==> src/rtl/alop_defs.vh <==
`ifndef ALOP_DEFS_VH
`define ALOP_DEFS_VH

// ---------------------------------------------------------------
// opcode decode patterns (14-bit instruction word)
// ---------------------------------------------------------------
`define ALOP_ADD_LIT_MASK  14'h3e00
`define ALOP_ADD_LIT_MATCH 14'h3e00
`define ALOP_AND_LIT_MASK  14'h3f00
`define ALOP_AND_LIT_MATCH 14'h3900
`define ALOP_ADD_REG_MASK  14'h3f00
`define ALOP_ADD_REG_MATCH 14'h0700

// ---------------------------------------------------------------
// field positions
// ---------------------------------------------------------------
`define ALOP_LIT_MSB       7
`define ALOP_FADDR_MSB     6
`define ALOP_DEST_BIT      7

// ---------------------------------------------------------------
// phase encoding and reset values
// ---------------------------------------------------------------
`define ALOP_PH_Q1         2'h0
`define ALOP_PH_Q2         2'h1
`define ALOP_PH_Q3         2'h2
`define ALOP_PH_Q4         2'h3
`define ALOP_W_RESET       8'h00
`define ALOP_FLAG_RESET    1'h0

`endif

==> src/rtl/alop_core.v <==
// The address-and-strobe port and the address map were left to the implementer.
`include "alop_defs.vh"
// Contract
// - add_literal adds the 8-bit literal to W and writes the sum back to W.
// - the literal of add_literal and and_literal is an unsigned value 0 to 255.
// - both additions update carry, nibble carry and zero from the sum.
// - add_literal is decoded as 11 111x kkkk kkkk, x ignored, low byte the literal.
// - add_register sums W and file f, result to W when d is 0, to f when d is 1.
// - the addition always uses current W and the file addressed by the 7-bit field.
// - add_register is decoded as 00 0111 dfff ffff.
// - and_literal stores W AND literal into W.
// - and_literal changes only the zero flag.
// - and_literal is decoded as 11 1001 kkkk kkkk.
// - each instruction is one word, one cycle: decode Q1, read Q2, process Q3, write Q4.
// - one instruction cycle spans four clock periods, one per phase.
module alop_core (
  // clock and reset
  input  wire        CLK,
  input  wire        RST,
  // instruction from fetch
  input  wire [13:0] INSTR,
  // file register port
  output wire [6:0]  FILE_ADDR,
  input  wire [7:0]  FILE_RDATA,
  output reg  [7:0]  FILE_WDATA,
  output reg         FILE_WE,
  // phase and state
  output wire [1:0]  PHASE,
  output wire        INSTR_START,
  output wire [7:0]  W_REG,
  output wire        CARRY_FLAG,
  output wire        NIBBLE_CARRY_FLAG,
  output wire        ZERO_FLAG,
  output wire        ILLEGAL_OP
);

  // ---------------------------------------------------------------
  // decode helpers
  // ---------------------------------------------------------------
  function match_op;
    input [13:0] word;
    input [13:0] mask;
    input [13:0] pat;
    begin
      match_op = ((word & mask) == pat);
    end
  endfunction

  localparam [1:0] OP_NONE = 2'h0;
  localparam [1:0] OP_ADDL = 2'h1;
  localparam [1:0] OP_ADDF = 2'h2;
  localparam [1:0] OP_ANDL = 2'h3;

  // ---------------------------------------------------------------
  // state
  // ---------------------------------------------------------------
  reg [1:0]  phase_ff;
  reg [13:0] instr_ff;
  reg [1:0]  op_ff;
  reg [7:0]  opnd_ff;
  reg [7:0]  res_ff;
  reg        res_c_ff;
  reg        res_dc_ff;
  reg [7:0]  w_ff;
  reg        c_ff;
  reg        dc_ff;
  reg        z_ff;
  reg        dest_f_ff;
  reg        illegal_ff;
  reg [1:0]  nxt_op;
  reg [1:0]  nxt_phase;

  wire [7:0] add_sum;
  wire       add_c;
  wire       add_dc;

  assign PHASE             = phase_ff;
  assign INSTR_START       = (phase_ff == `ALOP_PH_Q1);
  assign W_REG             = w_ff;
  assign CARRY_FLAG        = c_ff;
  assign NIBBLE_CARRY_FLAG = dc_ff;
  assign ZERO_FLAG         = z_ff;
  assign ILLEGAL_OP        = illegal_ff;
  assign FILE_ADDR         = instr_ff[`ALOP_FADDR_MSB:0];

  // ---------------------------------------------------------------
  // phase sequencer: four clocks per instruction cycle
  // ---------------------------------------------------------------
  always @* begin
    case (phase_ff)
      `ALOP_PH_Q1: nxt_phase = `ALOP_PH_Q2;
      `ALOP_PH_Q2: nxt_phase = `ALOP_PH_Q3;
      `ALOP_PH_Q3: nxt_phase = `ALOP_PH_Q4;
      `ALOP_PH_Q4: nxt_phase = `ALOP_PH_Q1;
      default:     nxt_phase = `ALOP_PH_Q1;
    endcase
  end

  always @(posedge CLK or posedge RST) begin
    if (RST) begin
      phase_ff <= `ALOP_PH_Q1;
    end else begin
      phase_ff <= nxt_phase;
    end
  end

  // ---------------------------------------------------------------
  // Q1 decode
  // ---------------------------------------------------------------
  always @* begin
    if (match_op(INSTR, `ALOP_ADD_LIT_MASK, `ALOP_ADD_LIT_MATCH)) begin
      nxt_op = OP_ADDL;
    end else if (match_op(INSTR, `ALOP_AND_LIT_MASK, `ALOP_AND_LIT_MATCH)) begin
      nxt_op = OP_ANDL;
    end else if (match_op(INSTR, `ALOP_ADD_REG_MASK, `ALOP_ADD_REG_MATCH)) begin
      nxt_op = OP_ADDF;
    end else begin
      nxt_op = OP_NONE;
    end
  end

  always @(posedge CLK or posedge RST) begin
    if (RST) begin
      instr_ff   <= 14'h0000;
      op_ff      <= OP_NONE;
      dest_f_ff  <= 1'h0;
      illegal_ff <= 1'h0;
    end else if (phase_ff == `ALOP_PH_Q1) begin
      instr_ff   <= INSTR;
      op_ff      <= nxt_op;
      dest_f_ff  <= INSTR[`ALOP_DEST_BIT];
      illegal_ff <= (nxt_op == OP_NONE);
    end
  end

  // ---------------------------------------------------------------
  // Q2 operand read: literal or file register
  // ---------------------------------------------------------------
  always @(posedge CLK or posedge RST) begin
    if (RST) begin
      opnd_ff <= 8'h00;
    end else if (phase_ff == `ALOP_PH_Q2) begin
      if (op_ff == OP_ADDF) begin
        opnd_ff <= FILE_RDATA;
      end else begin
        opnd_ff <= instr_ff[`ALOP_LIT_MSB:0];
      end
    end
  end

  // ---------------------------------------------------------------
  // Q3 processing
  // ---------------------------------------------------------------
  alop_adder u_adder (
    .a            (w_ff),
    .b            (opnd_ff),
    .sum          (add_sum),
    .carry        (add_c),
    .nibble_carry (add_dc)
  );

  always @(posedge CLK or posedge RST) begin
    if (RST) begin
      res_ff    <= 8'h00;
      res_c_ff  <= 1'h0;
      res_dc_ff <= 1'h0;
    end else if (phase_ff == `ALOP_PH_Q3) begin
      case (op_ff)
        OP_ADDL, OP_ADDF: begin
          res_ff    <= add_sum;
          res_c_ff  <= add_c;
          res_dc_ff <= add_dc;
        end
        OP_ANDL: begin
          res_ff    <= w_ff & opnd_ff;
          res_c_ff  <= c_ff;
          res_dc_ff <= dc_ff;
        end
        default: begin
          res_ff    <= w_ff;
          res_c_ff  <= c_ff;
          res_dc_ff <= dc_ff;
        end
      endcase
    end
  end

  // ---------------------------------------------------------------
  // Q4 write to destination and flags
  // ---------------------------------------------------------------
  always @(posedge CLK or posedge RST) begin
    if (RST) begin
      w_ff  <= `ALOP_W_RESET;
      c_ff  <= `ALOP_FLAG_RESET;
      dc_ff <= `ALOP_FLAG_RESET;
      z_ff  <= `ALOP_FLAG_RESET;
    end else if (phase_ff == `ALOP_PH_Q4) begin
      case (op_ff)
        OP_ADDL: begin
          w_ff  <= res_ff;
          c_ff  <= res_c_ff;
          dc_ff <= res_dc_ff;
          z_ff  <= (res_ff == 8'h00);
        end
        OP_ADDF: begin
          if (!dest_f_ff) begin
            w_ff <= res_ff;
          end
          c_ff  <= res_c_ff;
          dc_ff <= res_dc_ff;
          z_ff  <= (res_ff == 8'h00);
        end
        OP_ANDL: begin
          w_ff <= res_ff;
          z_ff <= (res_ff == 8'h00);
        end
        default: begin
          w_ff <= w_ff;
        end
      endcase
    end
  end

  // file write strobe and data for add_register with d = 1
  always @* begin
    FILE_WE    = (phase_ff == `ALOP_PH_Q4) && (op_ff == OP_ADDF) && dest_f_ff;
    FILE_WDATA = res_ff;
  end

endmodule

==> src/rtl/alop_adder.v <==
// ---------------------------------------------------------------
// 8-bit adder with carry out of bit 3 and bit 7
// ---------------------------------------------------------------
module alop_adder (
  // operands
  input  wire [7:0] a,
  input  wire [7:0] b,
  // results
  output wire [7:0] sum,
  output wire       carry,
  output wire       nibble_carry
);

  wire [4:0] low_sum;
  wire [8:0] full_sum;

  // low nibble gives the nibble carry, full sum the carry
  assign low_sum      = {1'b0, a[3:0]} + {1'b0, b[3:0]};
  assign full_sum     = {1'b0, a} + {1'b0, b};
  assign sum          = full_sum[7:0];
  assign carry        = full_sum[8];
  assign nibble_carry = low_sum[4];

endmodule

==> config.mk <==
export PLATFORM = sky130hd
export DESIGN_NAME = alop_core
export DESIGN_NICKNAME = d
export VERILOG_FILES = /design/src/rtl/alop_core.v /design/src/rtl/alop_adder.v
export VERILOG_INCLUDE_DIRS = /design/src /design/src/rtl
export SDC_FILE = /design/constraint.sdc
export NUM_CORES = 1
export LEC_CHECK = 0
export BUFFER_PORTS_ARGS = -buffer_cell sky130_fd_sc_hd__buf_2
export CAP_MARGIN = 0
export CORE_MARGIN = 4
export CORE_UTILIZATION = 50
export DETAILED_ROUTE_END_ITERATION = 8
export PLACE_DENSITY = 0.75
export SYNTH_ARGS = -nofsm -noshare
export SYNTH_HDL_FRONTEND = slang
export SYNTH_SLANG_ARGS = --single-unit
==> constraint.sdc <==
create_clock -name CLK -period 3.75 [get_ports CLK]
set_input_delay 0.5625 -clock CLK [delete_from_list [all_inputs] [get_ports CLK]]
set_output_delay 0.5625 -clock CLK [all_outputs]
set_load 0.05 [all_outputs]
==> results of run 1 <==
## synth_stat cells (all sizes together)
cell type  number
nor2           15
a211oi          1
clkbuf          5
nor3b           1
fa              1
nor2b           2
xnor2           3
inv            14
nand3b          4
dfrtp          42
o2111ai         1
a22oi           4
o22ai           2
a21oi          15
nand2          13
a21o            3
nor4bb          1
buf             4
a221oi          2
xor2            1
mux2           19
mux2i          11
a31oi           2
nor3            2
a41oi           1
nand3           2
or2             2
ha             16
o211ai          3
o31ai           1
o21ai          20
nand2b          3
o311ai          1
nor4            3
## sequential cells by signal (all words and copies together), names as in the netlist
| name | count |
|---|---|
| W_REG | 8 |
| NIBBLE_CARRY_FLAG | 1 |
| ILLEGAL_OP | 1 |
| res_c_ff | 1 |
| opnd_ff | 8 |
| PHASE | 2 |
| CARRY_FLAG | 1 |
| instr_ff | 8 |
| ZERO_FLAG | 1 |
| res_dc_ff | 1 |
| FILE_WDATA | 8 |
| op_ff | 2 |
## area by class of cell
type	count	area (µm²)
fill	379	1710
multi-input combinational	155	1170
sequential	42	1050
timing repair buffer	55	278
clock buffer	7	86.3
tap	52	65.1
inverter	14	52.6
clock inverter	1	5.00
## kinds of logic (layout without fill, tap and decap cells)
logic type      after synthesis  count (layout)  share of synthesized area, %
simple gates                 48              48                          10.2
fa+ha+maj                    17              17                          9.50
flops                        42              42                          45.4
xor+xnor                      4               4                          1.51
buf+inv                      23              77                          4.32
mux                          30              30                          14.0
compound gates               56              56                          15.2
## final timing paths
path,endpoint,startpoint,cells past startpoint,slack [ns]
setup / recovery,FILE_WE,op_ff[0],5,1.23
hold / removal,ILLEGAL_OP,RST,2,0.40
setup reg to reg,W_REG[6],op_ff[0],4,1.72
hold reg to reg,ZERO_FLAG,ZERO_FLAG,2,0.52
max in group asynchronous,W_REG[6],RST,3,2.56
min in group CLK,instr_ff[1],INSTR[1],2,0.49
## placed cells by master (no fill, tap or decap), drive strengths merged, types with 7 or more instances in the layout
cell,count
ha,16
clkbuf,7
inv,14
mux2,19
dfrtp,42
a21oi,15
nor2,15
o21ai,20
nand2,13
mux2i,11
buf,55
## power by group through the flow
stage | Sequential, mW | Clock [mW] | Combinational, mW
6_report | 0.500 | 0.306 | 0.193
5_1_grt | 0.505 | 0.337 | 0.212
4_1_cts | 0.500 | 0.314 | 0.195
3_5_place_dp | 0.509 | 0 | 0.194
3_3_place_gp | 0.508 | 0 | 0.190
2_1_floorplan | 0.569 | 0 | 0.0793
## worst reg2reg max path: cells and delay by family, from the launching register on
kind	cells	cell delay, ns
AO/OA/AOI/OAI	1	0.63
buffers and inverters	1	0.09
flip-flops	1	0.39
adder cells (fa/ha/maj)	1	0.40
multiplexers	1	0.40
## per-stage QoR
step                setup slack (ns)  hold slack, ns  power, mW
finish                          1.23           0.401       1.00
global route                    1.08           0.481       1.05
CTS                             1.19           0.430       1.01
detailed placement              1.54           0.501      0.704
global placement                1.62           0.488      0.698
floorplan                       1.49           0.480      0.649
## layer usage
layer  vias up  global-route usage, %  part of all wire, %
met1       830                   24.2                   46
met5         -                      0                    0
li1        893                      -                    -
met2        64                   27.9                   45
met4         0                   6.29                  1.5
met3         9                   4.61                  7.5
==> results by group, run 1 <==
Run status
  – Outcome: completed

Setup path
  – CP Max Fanout: 10
  – Arr. time, crit path: slightly below 2 ns
  – Buf+Inv Stages, Crit Path: 2
  – CP Launch Type: register
  – Critical path data required time: about 3.2 ns
  – Top delay family on crit path: adder cells
  – Kind of critical path: reg2out
  – Crit path cell chain: inv_1 -> ha_1 -> nand2_1 -> nor2_1 -> buf_2
  – CP max stage cell: ha_1
  – Worst Setup End Kind: primary output
  – Largest stage delay, worst path: ~0.53 ns

Power and ir drop
  – Maximum VDD drop: 194 µV
  – Net Sw Power: 308 µW
  – Sw Ratio: between 30% and 40%
  – Pwr Density: between 300 and 400 nW/µm²
  – Int Pwr: ~690 µW
  – Clk pwr share: a little under a third
  – Seq pwr share: 50.0%
  – Pleak: ~1.3 nW
  – Logic pwr share: between 10% and 20%

Logic synthesis
  – Leading area contributor after synthesis: dfrtp_1
  – Cells after Synth: 220
  – Synthesis warning total: 0
  – Synth top area share: ~45%
  – Top cells by area, synth: dfrtp_1 45%, mux2_2 9.2%, ha_1 8.6%
  – Synthesized cell area: 2320 µm²
  – Sequential fraction of the synthesis area: 45.4%
  – Flip-flop and latch count after synthesis: 42
  – Synthesized area per cell: about 11 µm²
  – Synth unique cells: 36
  – Post-Syn Nets: approximately 260

STA
  – Unrepaired setup endpoints after global routing: false
  – Tcrit/Tclk final: between 60% and 70%
  – Clk_skew: between 0.003 and 0.004 ns
  – Fin crit period: 2.52 ns
  – Slew Viols, Final: 0
  – Setup TNS: 0 ns
  – Fmax: 397 MHz
  – Final Hold Vio Count: 0
  – Final setup vio count: 0
  – Slew @ Worst Pin: around 0.81 ns
  – Slew HR: approximately 46%

Place
  – HPWL after DPL: approximately 3700 µm
  – DP Area: ~2600 µm²
  – RD Place Congestion: about 0.91
  – IO buf count: between 50 and 60
  – # placed instances: approximately 320

Routing
  – Total number of vias: 1796
  – Vias per inst: roughly 5.5
  – 1st-iter DRT viols: 84
  – Router iterations before antenna repair: 4
  – Drt wl/cell: about 15 µm
  – Drt total wl: approximately 4800 µm
  – DRC violations left: 0
  – DRT antenna net count: 0

Floorplan
  – Die ar.: a little under 6000 µm²
  – Initial Util: 52.5%
  – Number of core rows: 24
  – Num ports: 55
  – Die Wd: about 76 µm
  – Die height: between 70 and 80 µm
  – Core ar.: between 4000 and 5000 µm²

Clock network
  – Buffer count from post-CTS setup fixing: 0
  – TritonCTS clock tree: done
  – Clock sink total: 42
  – Hold buffer count at CTS: 0
  – CTS resizes: 0
  – Clock Pin Slew Worst Setup and Hold Paths: around 0.080 ns
  – Clock root cell: clkbuf_8
  – CTS buffer count: 5
  – Clk_lat worst skew: roughly 0.3 ns
  – Max clock buf depth: 2
  – CTS H-tree depth: 2

Global route
  – Largest net degree at the start of global routing: 24
  – Global-route wire length before repair: 8560 µm
  – Initial antenna violation count: 0
  – GRT overflow: 0
  – Total track usage: between 15 and 20%
  – Vias in the first global route: 1834

Cells and area
  – Post-layout instance area: approximately 2700 µm²
  – Fin cells: between 300 and 400
  – Share of post-route cells with drive strength above 1: between 30% and 40%
  – Synth-to-Final Area Change: 16.7%
  – Layout Utilization: 61.3%
  – # diodes: 0
  – Nets: ~310

Job
  – Max-cap viol count: 0

Worst hold path
  – Hold Crit Class: in2async
No activity file was read; power rests on OpenSTA's default activity.
==> run 2: changes to the inputs <==
- ABC_AREA: unset -> 1
- clock period: 3.75 -> 2.4 ns (I/O delays scaled with it)
==> results by group, run 2 <==
Cells and area
  – Most frequent cells in the layout: 75 x nand2_1, 54 x buf_2, 42 x dfrtp_1
  – Commonest non-fill, non-tap cell in the layout: nand2_1
  – Post-layout instance area: 2790 µm² (+3.2%)
  – FF/Latch Area: 1050 µm² (unchanged)
  – Filler Cells Inserted: 374 (-1.3%)
  – Share of post-route cells with drive strength above 1: 20.6% (-10 points)
  – Layout Utilization: 62.0% (+0.72 points)
  – Area taken by multi-input logic gates: 1150 µm² (-1.5%)
  – Fin cells: 407 (+25%)
  – # diodes: 0 (unchanged)
  – Synth-to-Final Area Change: 15.8%
  – Nets: 396 (+26%)

Place
  – # placed instances: 400 (+26%)
  – DP Area: 2720 µm² (+3.9%)
  – IO buf count: 54 (unchanged)
  – HPWL after DPL: 4180 µm (+14%)
  – Post-place setup slack: 0.612 ns (-0.926 ns)
  – RD Place Congestion: 0.892 (-1.7%)

Logic synthesis
  – Synth unique cells: 31 (-14%)
  – Post-Syn Nets: 342 (+31%)
  – Synthesized cell area: 2410 µm² (+4.0%)
  – Async set or reset register ratio after synthesis: 100% (unchanged)
  – Synthesized area per cell: 8.01 µm² (-24%)
  – Synthesis warning total: 0 (unchanged)
  – Top FF cell, synth: dfrtp_1
  – Cells after Synth: 301 (+37%)
  – Count leader, synth: nand2_1
  – Sequential fraction of the synthesis area: 43.6% (-1.7 points)
  – Leading area contributor after synthesis: dfrtp_1
  – Synth top area share: 43.6% (-1.7 points)
  – Most frequent cells after synthesis: 75 x nand2_1, 42 x dfrtp_1, 38 x inv_1, 29 x o21ai_0, 24 x a21oi_1
  – Post-synth EDFFs: 0 (unchanged)
  – Flip-flop and latch count after synthesis: 42 (unchanged)
  – Top cells by area, synth: dfrtp_1 44%, nand2_1 12%, ha_1 8.3%

Floorplan
  – Die ar.: 5990 µm² (+3.6%)
  – Num ports: 55 (unchanged)
  – Initial Util: 53.5% (+1.0 points)
  – Die Wd: 77.4 µm (+1.8%)
  – Die height: 77.4 µm (+1.8%)
  – Number of core rows: 24 (unchanged)
  – Core ar.: 4500 µm² (+2.0%)

Setup path
  – R2r setup slk: 0.59 ns (-1.13 ns)
  – CP Max Fanout: 3 (-7)
  – Arr. time, crit path: 1.64 ns (-0.32 ns)
  – Critical path data required time: 2.04 ns (-1.15 ns)
  – Kind of critical path: reg2out
  – CP Launch Type: register
  – Worst Setup End Kind: primary output

STA
  – Slew @ Worst Pin: 0.555 ns (-0.252 ns)
  – Final Hold Vio Count: 0 (unchanged)
  – Slew HR: 63.0% (+17 points)
  – Slew Viols, Final: 0 (unchanged)
  – Fmax: between 400 and 500 MHz
  – Fin crit period: about 2 ns
  – Unrepaired setup endpoints after global routing: false
  – Final setup vio count: 0 (unchanged)
  – Setup TNS: 0 ns (unchanged)
  – Worst hold slack: 0.184 ns (-0.217 ns)
  – Tcrit/Tclk final: between 80 and 90%
  – Clk_skew: 0.00347 ns (-0.0000547 ns)
  – Final worst slack: 0.399 ns (-0.829 ns)

Global route
  – Total track usage: 19.1% (+1.1 points)
  – Global-route wire length before repair: 9340 µm (+9.1%)
  – Largest net degree at the start of global routing: 43 (+79%)
  – Vias in the first global route: 2025 (+10%)
  – Initial antenna violation count: 0 (unchanged)
  – GRT overflow: 0 (unchanged)

Routing
  – Drt total wl: 5430 µm (+12%)
  – Vias per inst: 5.20 (-5.6%)
  – Router iterations before antenna repair: 5 (+1)
  – DRC violations left: 0 (unchanged)
  – Drt wl/cell: 13.3 µm (-10%)
  – DRT antenna net count: 0 (unchanged)
  – Total number of vias: 2117 (+18%)
  – 1st-iter DRT viols: 113 (+35%)

Clock network
  – CTS buffer count: 5 (unchanged)
  – Clock root cell: clkbuf_8
  – Buffer count from post-CTS setup fixing: 0 (unchanged)
  – Hold buffer count at CTS: 0 (unchanged)
  – CTS H-tree depth: 2 (unchanged)
  – TritonCTS clock tree: done
  – Clk_lat worst skew: 0.29 ns (about the same)
  – Clock sink total: 42 (unchanged)
  – Max clock buf depth: 2 (unchanged)
  – Clock Pin Slew Worst Setup and Hold Paths: 0.08 ns (about the same)
  – CTS resizes: 0 (unchanged)

Run status
  – Outcome: completed

Job
  – Max-cap viol count: 0 (unchanged)

Power and ir drop
  – Pleak: 1.46 nW (+11%)
  – Total Power: 1.77 mW (+77%)
  – Pwr Density: 635 nW/µm² (+72%)
  – Maximum VDD drop: 340 µV (+75%)

Worst hold path
  – Hold Crit Class: in2async
run 2: changes by cell type in the layout (fill, tap and decap cells not counted), moves of 7 or more:
cell,before,now
nand3_1,2,12
nor2_1,15,22
mux2i_1,11,0
mux2_2,19,1
a21oi_1,15,24
o21a_1,0,7
o21ai_0,20,29
nand2_1,13,75
inv_1,14,38
run 2: logic make-up (layout without fill, tap and decap cells):
family          after synthesis  count (layout)  share of synthesized area [%]
flops                        42              42                           43.6
simple gates                123             123                           21.5
mux                           1               1                          0.467
buf+inv                      50             104                           8.72
fa+ha+maj                    17              17                           9.14
compound gates               68              68                           16.6
run 2: worst max-delay path: stages, from the launching register on:
cell	delay (ns)
dfrtp_1	0.40
inv_1	0.12
ha_1	0.27
nand2_1	0.15
nor2_1	0.14
buf_2	0.28
run 2: final cells by class:
| cell class | instances | share of cell area (%) |
|---|---|---|
| Multi-Input combinational cell | 209 | 41.1 |
| Tap cell | 52 | 2.33 |
| Sequential cell | 42 | 37.7 |
| Timing Repair Buffer | 59 | 11.0 |
| Clock buffer | 7 | 2.73 |
| Inverter | 38 | 5.11 |
run 2: per-layer routing:
metal | vias up | part of all wire [%] | GRT usage [%]
met2 | 77 | 43 | 29.7
li1 | 1078 | - | -
met3 | 13 | 6.2 | 3.70
met1 | 949 | 48 | 26.0
met5 | - | 0 | 0
met4 | 0 | 2.6 | 8.36
run 2: final timing paths:
check | start | endpoint | cells after the start
min | RST | instr_ff[2] | 3
max | op_ff[0] | FILE_WE | 5
min reg2reg | res_c_ff | res_c_ff | 2
max reg2reg | W_REG[0] | FILE_WDATA[6] | 13
min in group CLK | INSTR[3] | instr_ff[3] | 3
max in group asynchronous | RST | FILE_WDATA[6] | 3
run 2: where the power goes:
group          total, mW  internal, mW  switching [mW]
sequential         0.827         0.770          0.0573
clock              0.429         0.200           0.228
combinational      0.516         0.151           0.364
total               1.77          1.12           0.650
==> run 3: changes to the inputs <==
- CORE_UTILIZATION: 50 -> 49
- PLACE_DENSITY: 0.75 -> 0.76
- clock period: 2.4 -> 1.79 ns (I/O delays scaled with it)
==> results by group, run 3 (synthesized netlist as in run 2, its figures left out) <==
STA
  – Fin crit period: between 1.5 and 2 ns
  – Final setup vio count: 0 (unchanged)
  – Slew Viols, Final: 0 (unchanged)
  – Slew HR: 65.3% (+2.3 points)
  – Unrepaired setup endpoints after global routing: true
  – Clk_skew: 0.00651 ns (+0.00303 ns)
  – Fmax: 579 MHz
  – Worst hold slack: 0.0753 ns (-0.109 ns)
  – Slew @ Worst Pin: 0.520 ns (-0.0345 ns)
  – Tcrit/Tclk final: between 90% and 100%
  – Final Hold Vio Count: 0 (unchanged)

Place
  – HPWL after DPL: 4270 µm (+2.1%)
  – DP Area: 2790 µm² (+2.8%)
  – # placed instances: 418 (+4.5%)
  – IO buf count: 54 (unchanged)
  – RD Place Congestion: 0.859 (-3.7%)

Global route
  – GRT overflow: 0 (unchanged)
  – Vias in the first global route: 2101 (+3.8%)
  – Total track usage: 20.5% (+1.4 points)
  – Global-route wire length before repair: 9850 µm (+5.4%)
  – Initial antenna violation count: 0 (unchanged)
  – Largest net degree at the start of global routing: 43 (unchanged)

Clock network
  – Max clock buf depth: 2 (unchanged)
  – CTS buffer count: 5 (unchanged)
  – TritonCTS clock tree: done
  – CTS H-tree depth: 2 (unchanged)
  – Clock root cell: clkbuf_8
  – Clock sink total: 42 (unchanged)
  – Clk_lat worst skew: 0.30 ns (about the same)
  – Clock Pin Slew Worst Setup and Hold Paths: 0.08 ns (about the same)

Floorplan
  – Die height: 78.1 µm (+0.91%)
  – Initial Util: 50.7% (-2.8 points)
  – Num ports: 55 (unchanged)
  – Die Wd: 78.1 µm (+0.91%)
  – Number of core rows: 25 (+4.2%)
  – Die ar.: 6100 µm² (+1.8%)
  – Core ar.: 4750 µm² (+5.6%)

Power and ir drop
  – Int Pwr: 1.67 mW (+49%)
  – Logic pwr share: 28.3% (-0.8 points)
  – Sw Ratio: 35.5% (-1.2 points)
  – Net Sw Power: 918 µW (+41%)
  – Clk pwr share: 28.9% (+4.7 points)
  – Pwr Density: 871 nW/µm² (+37%)
  – Seq pwr share: 42.8% (-3.9 points)
  – Total Power: 2.59 mW (+46%)
  – Pleak: 1.49 nW (+2.7%)
  – Maximum VDD drop: 477 µV (+40%)

Setup path
  – R2R Path Start: W_REG[0]
  – R2R Path End: FILE_WDATA[4]
  – Arr. time, crit path: 1.98 ns (+0.34 ns)
  – Critical path data required time: 2.04 ns (about the same)
  – CP Launch Type: register
  – Kind of critical path: reg2reg
  – CP Max Fanout: 4 (+1)
  – R2R depth: 12 (-1)
  – R2r setup slk: 0.06 ns (-0.53 ns)
  – Worst Setup End Kind: register

Routing
  – DRC violations left: 0 (unchanged)
  – DRT antenna net count: 0 (unchanged)
  – Total number of vias: 2094 (-1.1%)
  – 1st-iter DRT viols: 133 (+18%)
  – Drt total wl: 5680 µm (+4.6%)
  – Router iterations before antenna repair: 4 (-1)
  – Vias per inst: 4.89 (-5.9%)
  – Drt wl/cell: 13.3 µm (-0.53%)

Cells and area
  – Nets: 401 (+1.3%)
  – Most frequent cells in the layout: 72 x nand2_1, 53 x buf_2, 38 x dfrtp_1
  – Layout Utilization: 62.4% (+0.48 points)
  – Fin cells: 428 (+5.2%)
  – Filler Cells Inserted: 442 (+18%)
  – Share of post-route cells with drive strength above 1: 27.7% (+7.1 points)
  – # diodes: 0 (unchanged)
  – Synth-to-Final Area Change: 23.2%
  – Commonest non-fill, non-tap cell in the layout: nand2_1
  – Post-layout instance area: 2970 µm² (+6.4%)

Job
  – Max-cap viol count: 0 (unchanged)

Run status
  – Outcome: completed

Worst hold path
  – Hold Crit Class: in2async
[run 3: cell types whose count changed in the layout (fill, tap and decap cells not counted), sizes merged]
cell	delta
clkinv	+2
bufinv	+1
clkbuf	-2
buf	+5
[run 3: how the worst max path moves through the flow]
stage | end | from | slack (ns) | cells past startpoint
after CTS | FILE_WDATA[4] | W_REG[0] | 0.02 | 12
after detailed placement | FILE_WDATA[4] | W_REG[0] | 0.03 | 12
after floorplan | FILE_WDATA[4] | W_REG[0] | 0.003 | 12
after global placement | FILE_WDATA[6] | opnd_ff[0] | 0.13 | 13
after global routing | res_c_ff | W_REG[0] | -0.0002 | 11
final | FILE_WDATA[4] | W_REG[0] | 0.06 | 12
[run 3: cell type report]
| cell class | count | area [µm²] | share of cell area [%] |
|---|---|---|---|
| clock inverter | 3 | 40.0 | 1.35 |
| timing repair buffer | 64 | 348 | 11.7 |
| inverter | 38 | 143 | 4.80 |
| multi-input combinational | 209 | 1230 | 41.4 |
| sequential | 42 | 1060 | 35.6 |
| clock buffer | 5 | 68.8 | 2.32 |
| tap | 67 | 83.8 | 2.82 |
[run 3: metrics by stage]
step	setup slack (ns)	setup TNS (ns)
after floorplan	0.00340	0
after global placement	0.134	0
after detailed placement	0.0349	0
after CTS	0.0171	0
after global routing	-0.000198	-0.000198
final	0.0619	0
[run 3: what timing repair did]
| item | 4_1_cts | 5_1_grt |
|---|---|---|
| pin swaps | 0 | 3 |
| endpoints found under the setup margin | 1 | 6 |
| gates resized for setup | 3 | 12 |
| hold buffers | 0 | 0 |
| setup buffers | 0 | 2 |
[run 3: power groups by stage]
stage	sequential [mW]	clock [mW]	combinational, mW
6_report	1.11	0.749	0.732
5_1_grt	1.12	0.816	0.805
4_1_cts	1.11	0.769	0.708
3_5_place_dp	1.12	0	0.704
3_3_place_gp	1.12	0	0.694
2_1_floorplan	1.35	0	0.289
[run 3: critical path, stage by stage (launching register included)]
cell,delay [ns]
dfrtp_2,0.41
ha_4,0.15
inv_1,0.05
fa_2,0.34
inv_2,0.07
nand2_2,0.07
nand2_4,0.07
buf_4,0.10
a21o_1,0.12
nand3_1,0.08
nand2_1,0.09
nand3_1,0.06
nand2_1,0.06
[run 3: metal layers]
| layer | routed length, µm | vias to the layer above | global-route usage (%) |
|---|---|---|---|
| li1 | - | 1080 | - |
| met1 | 2680 | 937 | 27.5 |
| met2 | 2540 | 65 | 31.0 |
| met3 | 331 | 12 | 5.50 |
| met4 | 122 | 0 | 9.27 |
| met5 | 0 | - | 0 |
